### src/inc/timer_pkg.sv
// Constants shared by the three-timer block: offsets, fields, resets, timing
// Summary of operation
// - Count pin sampled each machine cycle; high-then-low counts
// - Edge takes two cycles; count updates one later
// - Mode bit 2 / bit 6 picks timer or counter
// - Timer base clock/12, or clock/4 when turbo set
// - Mode 0: high byte plus five low bits
// - Mode 0 wraps 1FFFh to 0000h, sets overflow
// - Count only when run set and gate allows
// - Mode 1: full 16 bits, overflow on FFFFh wrap
// - Mode 2: low byte reloads from high on wrap
// - Timer 1 in mode 3 holds its count
// - Timer 0 mode 3: two bytes, high uses timer-1 controls
// - Then timer 1 runs ungated by run bit, no flag
// - Timer 2 clock: pin or divided clock, run bit gates
// - Capture mode counts up, overflow flag on wrap
// - Pin fall captures count, sets external flag
// - Capture-clear bit zeroes timer 2 after capture
// - Up reload mode reloads from capture on wrap
// - Pin fall also reloads, sets external flag
// - Up/down mode counts up while pin high
// - Down past capture value loads FFFFh; overflow set, external flag toggles
// - Baud mode reloads without overflow; pin sets external flag
// - Service acknowledge clears timer 0/1 overflow flags
// - Timer 2 overflow flag cleared only by software; external flag also toggles in up/down mode
package timer_pkg;

  // ==========================================================================
  // Register byte offsets on the bus
  localparam logic [7:0] OFF_TIMER01_CONTROL = 8'h00;
  localparam logic [7:0] OFF_TIMER01_MODE = 8'h04;
  localparam logic [7:0] OFF_TIMER0_LOW = 8'h08;
  localparam logic [7:0] OFF_TIMER0_HIGH = 8'h0C;
  localparam logic [7:0] OFF_TIMER1_LOW = 8'h10;
  localparam logic [7:0] OFF_TIMER1_HIGH = 8'h14;
  localparam logic [7:0] OFF_CLOCK_CONTROL = 8'h18;
  localparam logic [7:0] OFF_TIMER2_CONTROL = 8'h1C;
  localparam logic [7:0] OFF_TIMER2_MODE = 8'h20;
  localparam logic [7:0] OFF_TIMER2_CAPTURE_LOW = 8'h24;
  localparam logic [7:0] OFF_TIMER2_CAPTURE_HIGH = 8'h28;
  localparam logic [7:0] OFF_TIMER2_LOW = 8'h2C;
  localparam logic [7:0] OFF_TIMER2_HIGH = 8'h30;

  // ==========================================================================
  // Field positions
  localparam int CTL_OVERFLOW1 = 7;
  localparam int CTL_RUN1 = 6;
  localparam int CTL_OVERFLOW0 = 5;
  localparam int CTL_RUN0 = 4;
  localparam int MOD_GATE1 = 7;
  localparam int MOD_FUNC1 = 6;
  localparam int MOD_SEL1_LSB = 4;
  localparam int MOD_GATE0 = 3;
  localparam int MOD_FUNC0 = 2;
  localparam int MOD_SEL0_LSB = 0;
  localparam int CK_TIMER0_TURBO = 3;
  localparam int CK_TIMER1_TURBO = 4;
  localparam int CK_TIMER2_TURBO = 5;
  localparam int T2C_OVERFLOW = 7;
  localparam int T2C_EXT_FLAG = 6;
  localparam int T2C_RX_CLOCK = 5;
  localparam int T2C_TX_CLOCK = 4;
  localparam int T2C_EXT_ENABLE = 3;
  localparam int T2C_RUN = 2;
  localparam int T2C_CLOCK_SELECT = 1;
  localparam int T2C_CAPTURE_RELOAD = 0;
  localparam int T2M_CAPTURE_CLEAR = 3;
  localparam int T2M_UP_DOWN = 0;

  // ==========================================================================
  // Writable masks, reset value and count limits
  localparam logic [7:0] CTL_WRITE_MASK = 8'hF0;
  localparam logic [7:0] CK_WRITE_MASK = 8'h38;
  localparam logic [7:0] T2M_WRITE_MASK = 8'h09;
  localparam logic [7:0] REG_RESET = 8'h00;
  localparam logic [12:0] CNT13_MAX = 13'h1FFF;
  localparam logic [15:0] CNT16_MAX = 16'hFFFF;
  localparam logic [7:0] CNT8_MAX = 8'hFF;

  // ==========================================================================
  // Timing: machine cycle of four clocks, slow base every third one
  localparam int TURBO_DIV = 4;
  localparam int SLOW_DIV = 12;
  localparam logic [1:0] SLOW_MC_LAST = 2'(SLOW_DIV / TURBO_DIV - 1);

  // ==========================================================================
  // Enumerations
  typedef enum logic [1:0] {
    MODE_13BIT = 2'd0,
    MODE_16BIT = 2'd1,
    MODE_RELOAD8 = 2'd2,
    MODE_SPLIT = 2'd3
  } count_mode_t;

  typedef enum logic [1:0] {
    PH_C1 = 2'b00,
    PH_C2 = 2'b01,
    PH_C3 = 2'b11,
    PH_C4 = 2'b10
  } phase_t;

endpackage : timer_pkg

### src/rtl/timer_block.sv
// Three timer/counters with a classic Wishbone register port
`timescale 1ns/100ps
`default_nettype none
module timer_block
  import timer_pkg::*;
#(
  parameter int ADDR_W = 8
)
(
  input wire logic clk_i,
  input wire logic rst_i,
  input wire logic wb_cyc_i,
  input wire logic wb_stb_i,
  input wire logic wb_we_i,
  input wire logic [ADDR_W-1:0] wb_adr_i,
  input wire logic [3:0] wb_sel_i,
  input wire logic [31:0] wb_dat_i,
  output logic [31:0] wb_dat_o,
  output logic wb_ack_o,
  input wire logic timer0_count_input_i,
  input wire logic timer1_count_input_i,
  input wire logic timer2_count_input_i,
  input wire logic capture_direction_pin_i,
  input wire logic external_interrupt_pin0_i,
  input wire logic external_interrupt_pin1_i,
  input wire logic timer0_service_ack_i,
  input wire logic timer1_service_ack_i,
  output logic timer0_overflow_o,
  output logic timer1_overflow_o,
  output logic timer2_request_o
);

  // ==========================================================================
  // State
  phase_t phase_reg, phase_next;
  logic [1:0] slow_reg;
  logic [7:0] ctl_reg, ctl_next;
  logic [7:0] mode_reg;
  logic [7:0] clk_ctl_reg;
  logic [7:0] t0_low_reg, t0_low_next, t0_high_reg, t0_high_next;
  logic [7:0] t1_low_reg, t1_low_next, t1_high_reg, t1_high_next;
  logic [7:0] t2_ctl_reg, t2_ctl_next;
  logic [7:0] t2_mode_reg;
  logic [7:0] cap_low_reg, cap_low_next, cap_high_reg, cap_high_next;
  logic [7:0] t2_low_reg, t2_low_next, t2_high_reg, t2_high_next;
  logic ack_reg;
  logic [7:0] rd_byte_reg, rd_byte;
  logic t2_req_reg;

  // ==========================================================================
  // Machine-cycle phases: pins sampled at C4, counts move at C3
  always_comb
  begin
    case (phase_reg)
      PH_C1: phase_next = PH_C2;
      PH_C2: phase_next = PH_C3;
      PH_C3: phase_next = PH_C4;
      default: phase_next = PH_C1;
    endcase
  end

  wire mc_tick = (phase_reg == PH_C3);
  wire sample_tick = (phase_reg == PH_C4);
  wire slow_tick = mc_tick && (slow_reg == SLOW_MC_LAST);

  // ==========================================================================
  // Pin edge detection, one detector per count or capture pin
  wire [3:0] pins = {capture_direction_pin_i, timer2_count_input_i, timer1_count_input_i, timer0_count_input_i};
  logic [3:0] fall;

  genvar g;
  for (g = 0; g < 4; g++)
  begin : g_fall
    pin_fall_detect u_fall
    (
      .clk_i(clk_i),
      .rst_i(rst_i),
      .sample_i(sample_tick),
      .pin_i(pins[g]),
      .fall_o(fall[g])
    );
  end

  // ==========================================================================
  // Bus decode
  wire bus_req = wb_cyc_i & wb_stb_i;
  wire wr_go = bus_req & wb_we_i & ack_reg & wb_sel_i[0];
  wire [7:0] wdat = wb_dat_i[7:0];
  wire hit_ctl = (wb_adr_i == ADDR_W'(OFF_TIMER01_CONTROL));
  wire hit_mode = (wb_adr_i == ADDR_W'(OFF_TIMER01_MODE));
  wire hit_t0l = (wb_adr_i == ADDR_W'(OFF_TIMER0_LOW));
  wire hit_t0h = (wb_adr_i == ADDR_W'(OFF_TIMER0_HIGH));
  wire hit_t1l = (wb_adr_i == ADDR_W'(OFF_TIMER1_LOW));
  wire hit_t1h = (wb_adr_i == ADDR_W'(OFF_TIMER1_HIGH));
  wire hit_ck = (wb_adr_i == ADDR_W'(OFF_CLOCK_CONTROL));
  wire hit_t2c = (wb_adr_i == ADDR_W'(OFF_TIMER2_CONTROL));
  wire hit_t2m = (wb_adr_i == ADDR_W'(OFF_TIMER2_MODE));
  wire hit_capl = (wb_adr_i == ADDR_W'(OFF_TIMER2_CAPTURE_LOW));
  wire hit_caph = (wb_adr_i == ADDR_W'(OFF_TIMER2_CAPTURE_HIGH));
  wire hit_t2l = (wb_adr_i == ADDR_W'(OFF_TIMER2_LOW));
  wire hit_t2h = (wb_adr_i == ADDR_W'(OFF_TIMER2_HIGH));
  wire wr_ctl = wr_go & hit_ctl;
  wire wr_t0l = wr_go & hit_t0l;
  wire wr_t0h = wr_go & hit_t0h;
  wire wr_t1l = wr_go & hit_t1l;
  wire wr_t1h = wr_go & hit_t1h;
  wire wr_t2c = wr_go & hit_t2c;
  wire wr_capl = wr_go & hit_capl;
  wire wr_caph = wr_go & hit_caph;
  wire wr_t2l = wr_go & hit_t2l;
  wire wr_t2h = wr_go & hit_t2h;

  always_comb
  begin
    if (hit_ctl) rd_byte = ctl_reg;
    else if (hit_mode) rd_byte = mode_reg;
    else if (hit_t0l) rd_byte = t0_low_reg;
    else if (hit_t0h) rd_byte = t0_high_reg;
    else if (hit_t1l) rd_byte = t1_low_reg;
    else if (hit_t1h) rd_byte = t1_high_reg;
    else if (hit_ck) rd_byte = clk_ctl_reg;
    else if (hit_t2c) rd_byte = t2_ctl_reg;
    else if (hit_t2m) rd_byte = t2_mode_reg;
    else if (hit_capl) rd_byte = cap_low_reg;
    else if (hit_caph) rd_byte = cap_high_reg;
    else if (hit_t2l) rd_byte = t2_low_reg;
    else if (hit_t2h) rd_byte = t2_high_reg;
    else rd_byte = 8'h00;
  end

  // ==========================================================================
  // Timers 0 and 1: one step of the selected mode, {carry, high, low}
  function automatic logic [16:0] step01(input logic [1:0] m, input logic [7:0] hi, input logic [7:0] lo);
    logic [13:0] s13;
    logic [16:0] s16;
    logic [8:0] s8;
    s13 = {1'b0, hi, lo[4:0]} + 14'h0001;
    s16 = {1'b0, hi, lo} + 17'h00001;
    s8 = {1'b0, lo} + 9'h001;
    case (m)
      MODE_13BIT: step01 = {s13[13], s13[12:5], lo[7:5], s13[4:0]};
      MODE_16BIT: step01 = s16;
      MODE_RELOAD8: step01 = {s8[8], hi, s8[8] ? hi : s8[7:0]};
      default: step01 = {s8[8], hi, s8[7:0]};
    endcase
  endfunction : step01

  wire [1:0] mode0 = mode_reg[MOD_SEL0_LSB +: 2];
  wire [1:0] mode1 = mode_reg[MOD_SEL1_LSB +: 2];
  wire t0_split = (mode0 == MODE_SPLIT);
  wire base0 = clk_ctl_reg[CK_TIMER0_TURBO] ? mc_tick : slow_tick;
  wire base1 = clk_ctl_reg[CK_TIMER1_TURBO] ? mc_tick : slow_tick;
  wire base2 = clk_ctl_reg[CK_TIMER2_TURBO] ? mc_tick : slow_tick;
  wire tick0 = mode_reg[MOD_FUNC0] ? (fall[0] & mc_tick) : base0;
  wire tick1 = mode_reg[MOD_FUNC1] ? (fall[1] & mc_tick) : base1;
  wire gate0_ok = ~mode_reg[MOD_GATE0] | external_interrupt_pin0_i;
  wire gate1_ok = ~mode_reg[MOD_GATE1] | external_interrupt_pin1_i;
  wire en0 = ctl_reg[CTL_RUN0] & gate0_ok & tick0;
  wire en0_high = t0_split & ctl_reg[CTL_RUN1] & base0;
  wire run1 = (t0_split | ctl_reg[CTL_RUN1]) & gate1_ok;
  wire en1 = run1 & tick1 & (mode1 != MODE_SPLIT);
  wire [16:0] st0 = step01(mode0, t0_high_reg, t0_low_reg);
  wire [16:0] st1 = step01(mode1, t1_high_reg, t1_low_reg);
  wire [8:0] t0_high_inc = {1'b0, t0_high_reg} + 9'h001;
  wire ovf0 = en0 & st0[16];
  wire ovf1 = (en0_high & t0_high_inc[8]) | (en1 & st1[16] & ~t0_split);

  assign t0_low_next = wr_t0l ? wdat : (en0 ? st0[7:0] : t0_low_reg);
  assign t0_high_next = wr_t0h ? wdat : en0_high ? t0_high_inc[7:0] :
                        (en0 & ~t0_split) ? st0[15:8] : t0_high_reg;
  assign t1_low_next = wr_t1l ? wdat : (en1 ? st1[7:0] : t1_low_reg);
  assign t1_high_next = wr_t1h ? wdat : (en1 ? st1[15:8] : t1_high_reg);

  // Hardware set wins over a clear by write or by service acknowledge
  always_comb
  begin
    ctl_next = wr_ctl ? (wdat & CTL_WRITE_MASK) : ctl_reg;
    if (timer0_service_ack_i) ctl_next[CTL_OVERFLOW0] = 1'b0;
    if (timer1_service_ack_i) ctl_next[CTL_OVERFLOW1] = 1'b0;
    if (ovf0) ctl_next[CTL_OVERFLOW0] = 1'b1;
    if (ovf1) ctl_next[CTL_OVERFLOW1] = 1'b1;
  end

  // ==========================================================================
  // Timer 2
  wire baud = t2_ctl_reg[T2C_RX_CLOCK] | t2_ctl_reg[T2C_TX_CLOCK];
  wire cap_mode = ~baud & t2_ctl_reg[T2C_CAPTURE_RELOAD];
  wire updown = ~baud & ~cap_mode & t2_mode_reg[T2M_UP_DOWN];
  wire tick2 = t2_ctl_reg[T2C_CLOCK_SELECT] ? (fall[2] & mc_tick) : base2;
  wire en2 = t2_ctl_reg[T2C_RUN] & tick2;
  wire ext2 = t2_ctl_reg[T2C_EXT_ENABLE] & fall[3] & mc_tick;
  wire [15:0] cnt2 = {t2_high_reg, t2_low_reg};
  wire [15:0] rcap = {cap_high_reg, cap_low_reg};
  wire [15:0] cnt2_inc = cnt2 + 16'h0001;
  wire [15:0] cnt2_dec = cnt2 - 16'h0001;
  wire wrap2 = (cnt2 == CNT16_MAX);
  wire at_cap = (cnt2 == rcap);
  logic [15:0] cnt2_calc;
  logic cap_load, tf2_set, external_event_flag_set, external_event_flag_tgl;

  always_comb
  begin
    cnt2_calc = cnt2;
    cap_load = 1'b0;
    tf2_set = 1'b0;
    external_event_flag_set = 1'b0;
    external_event_flag_tgl = 1'b0;
    if (baud)
    begin
      if (en2) cnt2_calc = wrap2 ? rcap : cnt2_inc;
      external_event_flag_set = ext2;
    end
    else if (cap_mode)
    begin
      if (en2) cnt2_calc = cnt2_inc;
      tf2_set = en2 & wrap2;
      if (ext2)
      begin
        cap_load = 1'b1;
        external_event_flag_set = 1'b1;
        if (t2_mode_reg[T2M_CAPTURE_CLEAR]) cnt2_calc = 16'h0000;
      end
    end
    else if (!updown)
    begin
      if (en2) cnt2_calc = wrap2 ? rcap : cnt2_inc;
      tf2_set = en2 & wrap2;
      if (ext2)
      begin
        cnt2_calc = rcap;
        external_event_flag_set = 1'b1;
      end
    end
    else if (en2)
    begin
      if (capture_direction_pin_i)
      begin
        cnt2_calc = wrap2 ? rcap : cnt2_inc;
        tf2_set = wrap2;
        external_event_flag_tgl = wrap2;
      end
      else
      begin
        cnt2_calc = at_cap ? CNT16_MAX : cnt2_dec;
        tf2_set = at_cap;
        external_event_flag_tgl = at_cap;
      end
    end
  end

  assign t2_low_next = wr_t2l ? wdat : cnt2_calc[7:0];
  assign t2_high_next = wr_t2h ? wdat : cnt2_calc[15:8];
  assign cap_low_next = wr_capl ? wdat : (cap_load ? t2_low_reg : cap_low_reg);
  assign cap_high_next = wr_caph ? wdat : (cap_load ? t2_high_reg : cap_high_reg);

  // Flags leave by software write, or for the external flag by toggle; hardware set or toggle wins
  always_comb
  begin
    t2_ctl_next = wr_t2c ? wdat : t2_ctl_reg;
    if (external_event_flag_tgl) t2_ctl_next[T2C_EXT_FLAG] = ~t2_ctl_next[T2C_EXT_FLAG];
    if (external_event_flag_set) t2_ctl_next[T2C_EXT_FLAG] = 1'b1;
    if (tf2_set) t2_ctl_next[T2C_OVERFLOW] = 1'b1;
  end

  // ==========================================================================
  // Registers
  always_ff @(posedge clk_i)
  begin
    if (rst_i)
    begin
      phase_reg <= PH_C1;
      slow_reg <= 2'd0;
      ack_reg <= 1'b0;
      rd_byte_reg <= REG_RESET;
      t2_req_reg <= 1'b0;
    end
    else
    begin
      phase_reg <= phase_next;
      if (mc_tick) slow_reg <= (slow_reg == SLOW_MC_LAST) ? 2'd0 : slow_reg + 2'd1;
      ack_reg <= bus_req & ~ack_reg;
      if (bus_req & ~ack_reg) rd_byte_reg <= rd_byte;
      t2_req_reg <= t2_ctl_reg[T2C_OVERFLOW] | (t2_ctl_reg[T2C_EXT_FLAG] & ~updown);
    end
  end

  always_ff @(posedge clk_i)
  begin
    if (rst_i)
    begin
      ctl_reg <= REG_RESET;
      mode_reg <= REG_RESET;
      clk_ctl_reg <= REG_RESET;
      t0_low_reg <= REG_RESET;
      t0_high_reg <= REG_RESET;
      t1_low_reg <= REG_RESET;
      t1_high_reg <= REG_RESET;
      t2_ctl_reg <= REG_RESET;
      t2_mode_reg <= REG_RESET;
      cap_low_reg <= REG_RESET;
      cap_high_reg <= REG_RESET;
      t2_low_reg <= REG_RESET;
      t2_high_reg <= REG_RESET;
    end
    else
    begin
      ctl_reg <= ctl_next;
      if (wr_go & hit_mode) mode_reg <= wdat;
      if (wr_go & hit_ck) clk_ctl_reg <= wdat & CK_WRITE_MASK;
      if (wr_go & hit_t2m) t2_mode_reg <= wdat & T2M_WRITE_MASK;
      t0_low_reg <= t0_low_next;
      t0_high_reg <= t0_high_next;
      t1_low_reg <= t1_low_next;
      t1_high_reg <= t1_high_next;
      t2_ctl_reg <= t2_ctl_next;
      cap_low_reg <= cap_low_next;
      cap_high_reg <= cap_high_next;
      t2_low_reg <= t2_low_next;
      t2_high_reg <= t2_high_next;
    end
  end

  assign wb_ack_o = ack_reg;
  assign wb_dat_o = {24'h000000, rd_byte_reg};
  assign timer0_overflow_o = ctl_reg[CTL_OVERFLOW0];
  assign timer1_overflow_o = ctl_reg[CTL_OVERFLOW1];
  assign timer2_request_o = t2_req_reg;
endmodule : timer_block
`default_nettype wire

### src/rtl/pin_fall_detect.sv
// Falling-edge detector for a pin sampled once per machine cycle
`timescale 1ns/100ps
`default_nettype none
module pin_fall_detect
(
  input wire logic clk_i,
  input wire logic rst_i,
  input wire logic sample_i,
  input wire logic pin_i,
  output logic fall_o
);

  logic prev_reg;
  logic fall_reg;

  // Result holds for a whole machine cycle so the update phase can see it
  always_ff @(posedge clk_i)
  begin
    if (rst_i)
    begin
      prev_reg <= 1'b0;
      fall_reg <= 1'b0;
    end
    else if (sample_i)
    begin
      prev_reg <= pin_i;
      fall_reg <= prev_reg & ~pin_i;
    end
  end

  assign fall_o = fall_reg;

endmodule : pin_fall_detect
`default_nettype wire

### config.mk
export PLATFORM = sky130hd
export DESIGN_NAME = timer_block
export DESIGN_NICKNAME = d
export VERILOG_FILES = /design/src/inc/timer_pkg.sv /design/src/rtl/timer_block.sv /design/src/rtl/pin_fall_detect.sv
export SDC_FILE = /design/constraint.sdc
export NUM_CORES = 1
export LEC_CHECK = 0
export ABC_AREA = 0
export BUFFER_PORTS_ARGS = -buffer_cell sky130_fd_sc_hd__buf_4
export CAP_MARGIN = 5
export CELL_PAD_IN_SITES_DETAIL_PLACEMENT = 1
export CELL_PAD_IN_SITES_GLOBAL_PLACEMENT = 1
export CORE_MARGIN = 3
export CORE_UTILIZATION = 48
export CTS_BUF_LIST = sky130_fd_sc_hd__clkbuf_2
export DETAILED_ROUTE_END_ITERATION = 16
export PLACE_DENSITY = 0.95
export RECOVER_POWER = 25
export SYNTH_ARGS = -nofsm -noshare
export SYNTH_HDL_FRONTEND = slang
export SYNTH_SLANG_ARGS = --single-unit
### constraint.sdc
create_clock -name clk_i -period 5.3 [get_ports clk_i]
set_input_delay 1.06 -clock clk_i [delete_from_list [all_inputs] [get_ports clk_i]]
set_output_delay 1.06 -clock clk_i [all_outputs]
set_load 0.02 [all_outputs]
# Word-level counts from Yosys, hierarchy flattened
# Cells that the tools add are included.
# op_classes
add_sub_neg,10
n_eq_ne,30
muxes,75
bitwise_logic,63
n_reduce_logical,20
# op_table
cell,count
$mux W8,32
$mux W16,12
$pmux W17 S3,2
$and A1 B1 Y1,45
$eq A8 B6 Y1 const B,5
$add A16 B1 Y17 const B,2
$eq A8 B5 Y1 const B,4
$add A13 B1 Y14 const B,2
$add A8 B1 Y9 const B,3
$mux W1,27
$add A16 B1 Y16 const B,1
$eq A16 B16 Y1,1
$eq A16 B16 Y1 const B,1
$eq A8 B4 Y1 const B,2
$sub A16 B1 Y16 const B,1
$eq A2 B2 Y1 const B,6
$not A1 Y1,12
$reduce_bool A2 Y1,6
$reduce_bool A3 Y1,4
$ne A5 B4 Y1 const B,2
$eq A8 B3 Y1 const B,1
$logic_not A8 Y1,1
$ne A2 B2 Y1 const B,4
$eq A2 B1 Y1 const B,3
other kinds (10),19
# word_totals
register_bits,111
out_inout_bits,36

# Longest topological paths before layout
# depth
word_depth,14
ltp_mapped,9
mapped_depth_nobuf,8

# By module
# A second synthesis with hierarchy kept.
# unflattened
cells_unflattened,1267
hier_area_um2,9130.0
# modules_own_cells
mod,n_inst,cells_per_inst,area_each_um2,seq_area_each_um2
timer_block,1,1239,8824.7,2062.0
pin_fall_detect,4,7,76.3,40.0

# Worst setup path before layout
# No wires, ideal clock.
# synth_path
path_kind,input to register
start,input wb_adr_i[1]
end,register rd_byte_reg[5]
setup_ns,0.078
arrival_ns,2.660
required_time_ns,5.222
slack_ns,2.563
path_stages,7
path_buffers,1
path_cell_list,or4b_1 clkbuf_1 nor2_1 a21o_1 a211oi_1 o41a_1 nor3_1
# synth_via
elab_chain_len,14
elab_cells_between_ends,26
# synth_lines
item,line,rtl
from (decl),timer_block.sv:15,"input wire logic [ADDR_W-1:0] wb_adr_i,"
$eq A8 B6 Y1,timer_block.sv:101,wire hit_t2h = (wb_adr_i == ADDR_W'(OFF_TIMER2_HIGH));
$mux W8,timer_block.sv:127,else if (hit_t2h) rd_byte = t2_high_reg;
$mux W8,timer_block.sv:126,else if (hit_t2l) rd_byte = t2_low_reg;
$mux W8,timer_block.sv:125,else if (hit_caph) rd_byte = cap_high_reg;
$mux W8,timer_block.sv:124,else if (hit_capl) rd_byte = cap_low_reg;
$mux W8,timer_block.sv:123,else if (hit_t2m) rd_byte = t2_mode_reg;
$mux W8,timer_block.sv:122,else if (hit_t2c) rd_byte = t2_ctl_reg;
$mux W8,timer_block.sv:121,else if (hit_ck) rd_byte = clk_ctl_reg;
$mux W8,timer_block.sv:120,else if (hit_t1h) rd_byte = t1_high_reg;
$mux W8,timer_block.sv:119,else if (hit_t1l) rd_byte = t1_low_reg;
$mux W8,timer_block.sv:118,else if (hit_t0h) rd_byte = t0_high_reg;
$mux W8,timer_block.sv:117,else if (hit_t0l) rd_byte = t0_low_reg;
$mux W8,timer_block.sv:116,else if (hit_mode) rd_byte = mode_reg;
$mux W8 *,timer_block.sv:115,if (hit_ctl) rd_byte = ctl_reg;
to (signal assigned),timer_block.sv:282,if (bus_req & ~ack_reg) rd_byte_reg <= rd_byte;
to (decl),timer_block.sv:47,"logic [7:0] rd_byte_reg, rd_byte;"
# Mark *: on every way between the ends. The rest lies on a longest branch, timed or not.
# A chain may end at the register's enable or synchronous reset.

==> metrics.txt <==
hold slack=0.485 ns; Root Buffer=clkbuf_2; GR Overflow Total=0; Tot Pwr=0.00144 W; Final HPWL DP=25,000 µm; FF+latch count, synth=111; CP endpoint kind=register; Inst Count DP=1,450; Synth Area in Adders=0.696%; clock-pin slew on the worst setup and hold paths=0.37 ns; CTS buffer count=9; depth of the CTS H-tree=3; IO Pins=93; Row Count=49; Starting Density=49.5%; Routed WL per cell=24.6 µm; Area Overhead vs Synth=3.54%; CTS tree=built; largest family of logic cells by synthesized area=compound AO/OA/AOI/OAI gates; most frequent cells in the layout=nor2_1, nand2_1, dfxtp_1, a21oi_1, o21ai_0; outcome=complete, but fails checks; mux cell area share after synthesis=3.59%; syn avg cell area=7.05 µm²; FFs w/ async S/R, synth=0%; IO buf count=41; Max transition margin=-176%; failing checks=capacitance limit, slew limit; cell family with most CP delay=buffers and inverters; startpoint types=input port; CP max-delay cell=clkbuf_1; Fin. Hold Viols=0; setup violators final=0; global-route wire length before repair=56,200 µm; cts hold-fix bufs=0; gr usage total=34.7%; highest clock rate=234 MHz; slowest stage delay, CP=2.86 ns; GP Congestion=1.00; Compound-Gate Fraction of Synth Area=29.3%; Tmin final=4.28 ns; vias in the first global route=10,100; Skew-Pair Late Insertion Delay=0.71 ns; CP bufs+invs=2; RSZ-0062 raised after global routing=false; Slew Viols, Final=83; Die Span Y=143 µm; initial drt markers=1,383; sequential area share after synthesis=24.7%; Worst Path Required=5.96 ns; critical path data arrival time=4.94 ns; Resize count post-CTS=0; CP cell instances=clkbuf_1, buf_4, nor2_1, o21ai_0, a21oi_1; XOR/XNOR Fraction of Synth Area=5.65%; largest net degree at the start of global routing=83; DR pass1 iterations=8; clk buf depth=2; Via density=7.17; die area=20,400 µm²; Mapped Area=8980 µm²; layout cell share with drive strength beyond 1=7.92%; EDFF count, synth=0; setup bufs post-CTS=0; pwr dens=155 nW/µm²; Synth Flop Type=dfxtp_1; worst slew pin tran=4.14 ns; Synth Warn #=0; number of remaining DRC errors=0; post-route antenna net violation count=0; HP Class=reg -> reg; peak supply drop=119 µV; setup TNS=0 ns; Post-Layout Cell Count=1,467; P_leak=3.36 nW; Gate Count Post-Synth=1,275; max-cap viol count=1; most common cell after layout, fill and taps aside=nor2_1; final wirelength=36,100 µm; Netlist cell types=87; Die W=143 µm; antenna violations before repair=1; clock skew=0.0813 ns; Final period util=80.8%; Vias=10,500; TritonCTS Sinks=111; nets=1,294; post-synthesis simple-gate area fraction=28.6%; core area=18,100 µm²; CP Max Fanout=82; critical path class=in -> reg; final design utilization=51.3%; Fillers=2,381
==> cells by family (layout without fill, tap and decap cells) <==
family          Yosys count  after routing
other cells               1             25
xor+xnor                 58             58
flops                   111            111
buf+inv                 146             85
compound gates          398            398
mux                      32             32
fa+ha+maj                 5              5
simple gates            524            524
==> power by group <==
group	total [W]	internal [W]	leakage [nW]	switching, W
registers	0.000852	0.000846	0.895	0.00000602
logic	0.000132	0.0000372	2.39	0.0000948
clock network	0.000458	0.000118	0.0691	0.000340
==> path summary, 6_finish.rpt <==
path / startpoint / endpoint / slack (ns) / cells after the start
max: rst_i / t2_low_reg[1] / 1.02 / 5
min: ctl_reg[4] / rd_byte_reg[4] / 0.49 / 2
max reg2reg: t2_low_reg[1] / t2_high_reg[2] / 1.70 / 8
min reg2reg: ctl_reg[4] / rd_byte_reg[4] / 0.49 / 2
==> layer usage <==
| layer | GRT usage [%] | vias up | part of all wire [%] |
|---|---|---|---|
| li1 | - | 4567 | - |
| met4 | 20.7 | 0 | 6.6 |
| met5 | 0 | - | 0 |
| met2 | 53.2 | 760 | 44 |
| met3 | 5.73 | 204 | 11 |
| met1 | 45.7 | 4985 | 38 |
==> metrics by stage <==
stage / setup slack, ns / area, µm²
after floorplan: 2.56 / 9070
after global placement: 1.73 / 9180
after detailed placement: 1.60 / 9180
after CTS: 1.85 / 9310
after global routing: 0.981 / 9300
final: 1.02 / 9300
==> worst reg2reg max path, cell delays in order (launching register included) <==
cell and delay [ns]:
dfxtp_1 0.77, ha_1 0.40, nand3_2 0.27, nor4_4 1.00, nand2_1 0.24, o211ai_1 0.28
o221ai_1 0.16, o311a_1 0.17, a211oi_1 0.22
==> cell usage after synthesis (8+ instances only) <==
master    number  area, µm²
nor2_1       164        616
nand2_1      143        537
dfxtp_1      111       2220
a21oi_1      102        510
o21ai_0       71        355
clkbuf_1      69        259
nand3_1       62        310
a211oi_1      44        330
xor2_1        34        298
mux2i_1       30        300
nor3_1        26        130
a31oi_1       25        156
buf_4         24        180
xnor2_1       24        210
o22ai_1       22        138
buf_2         21        105
nand4_1       20        125
inv_1         16       60.1
and3_1        14       87.6
buf_1         14       52.6
o221ai_1      14        123
nor4_1        13       81.3
o211ai_1      12       90.1
a221oi_1      11       96.3
a22oi_1       11       82.6
a311oi_1       9       78.8
and2_1         8       50.1
==> area by class of cell <==
type / instances / area (µm²) / share of cell area (%)
timing repair buffer: 52 / 383 / 4.12
clock buffer: 10 / 50.0 / 0.538
antenna: 1 / 2.50 / 0.0269
tap: 229 / 287 / 3.08
multi-input combinational: 1041 / 6210 / 66.8
inverter: 17 / 63.8 / 0.686
sequential: 111 / 2220 / 23.9
clock inverter: 6 / 80.1 / 0.861
Power figures use the tool's default switching activity.
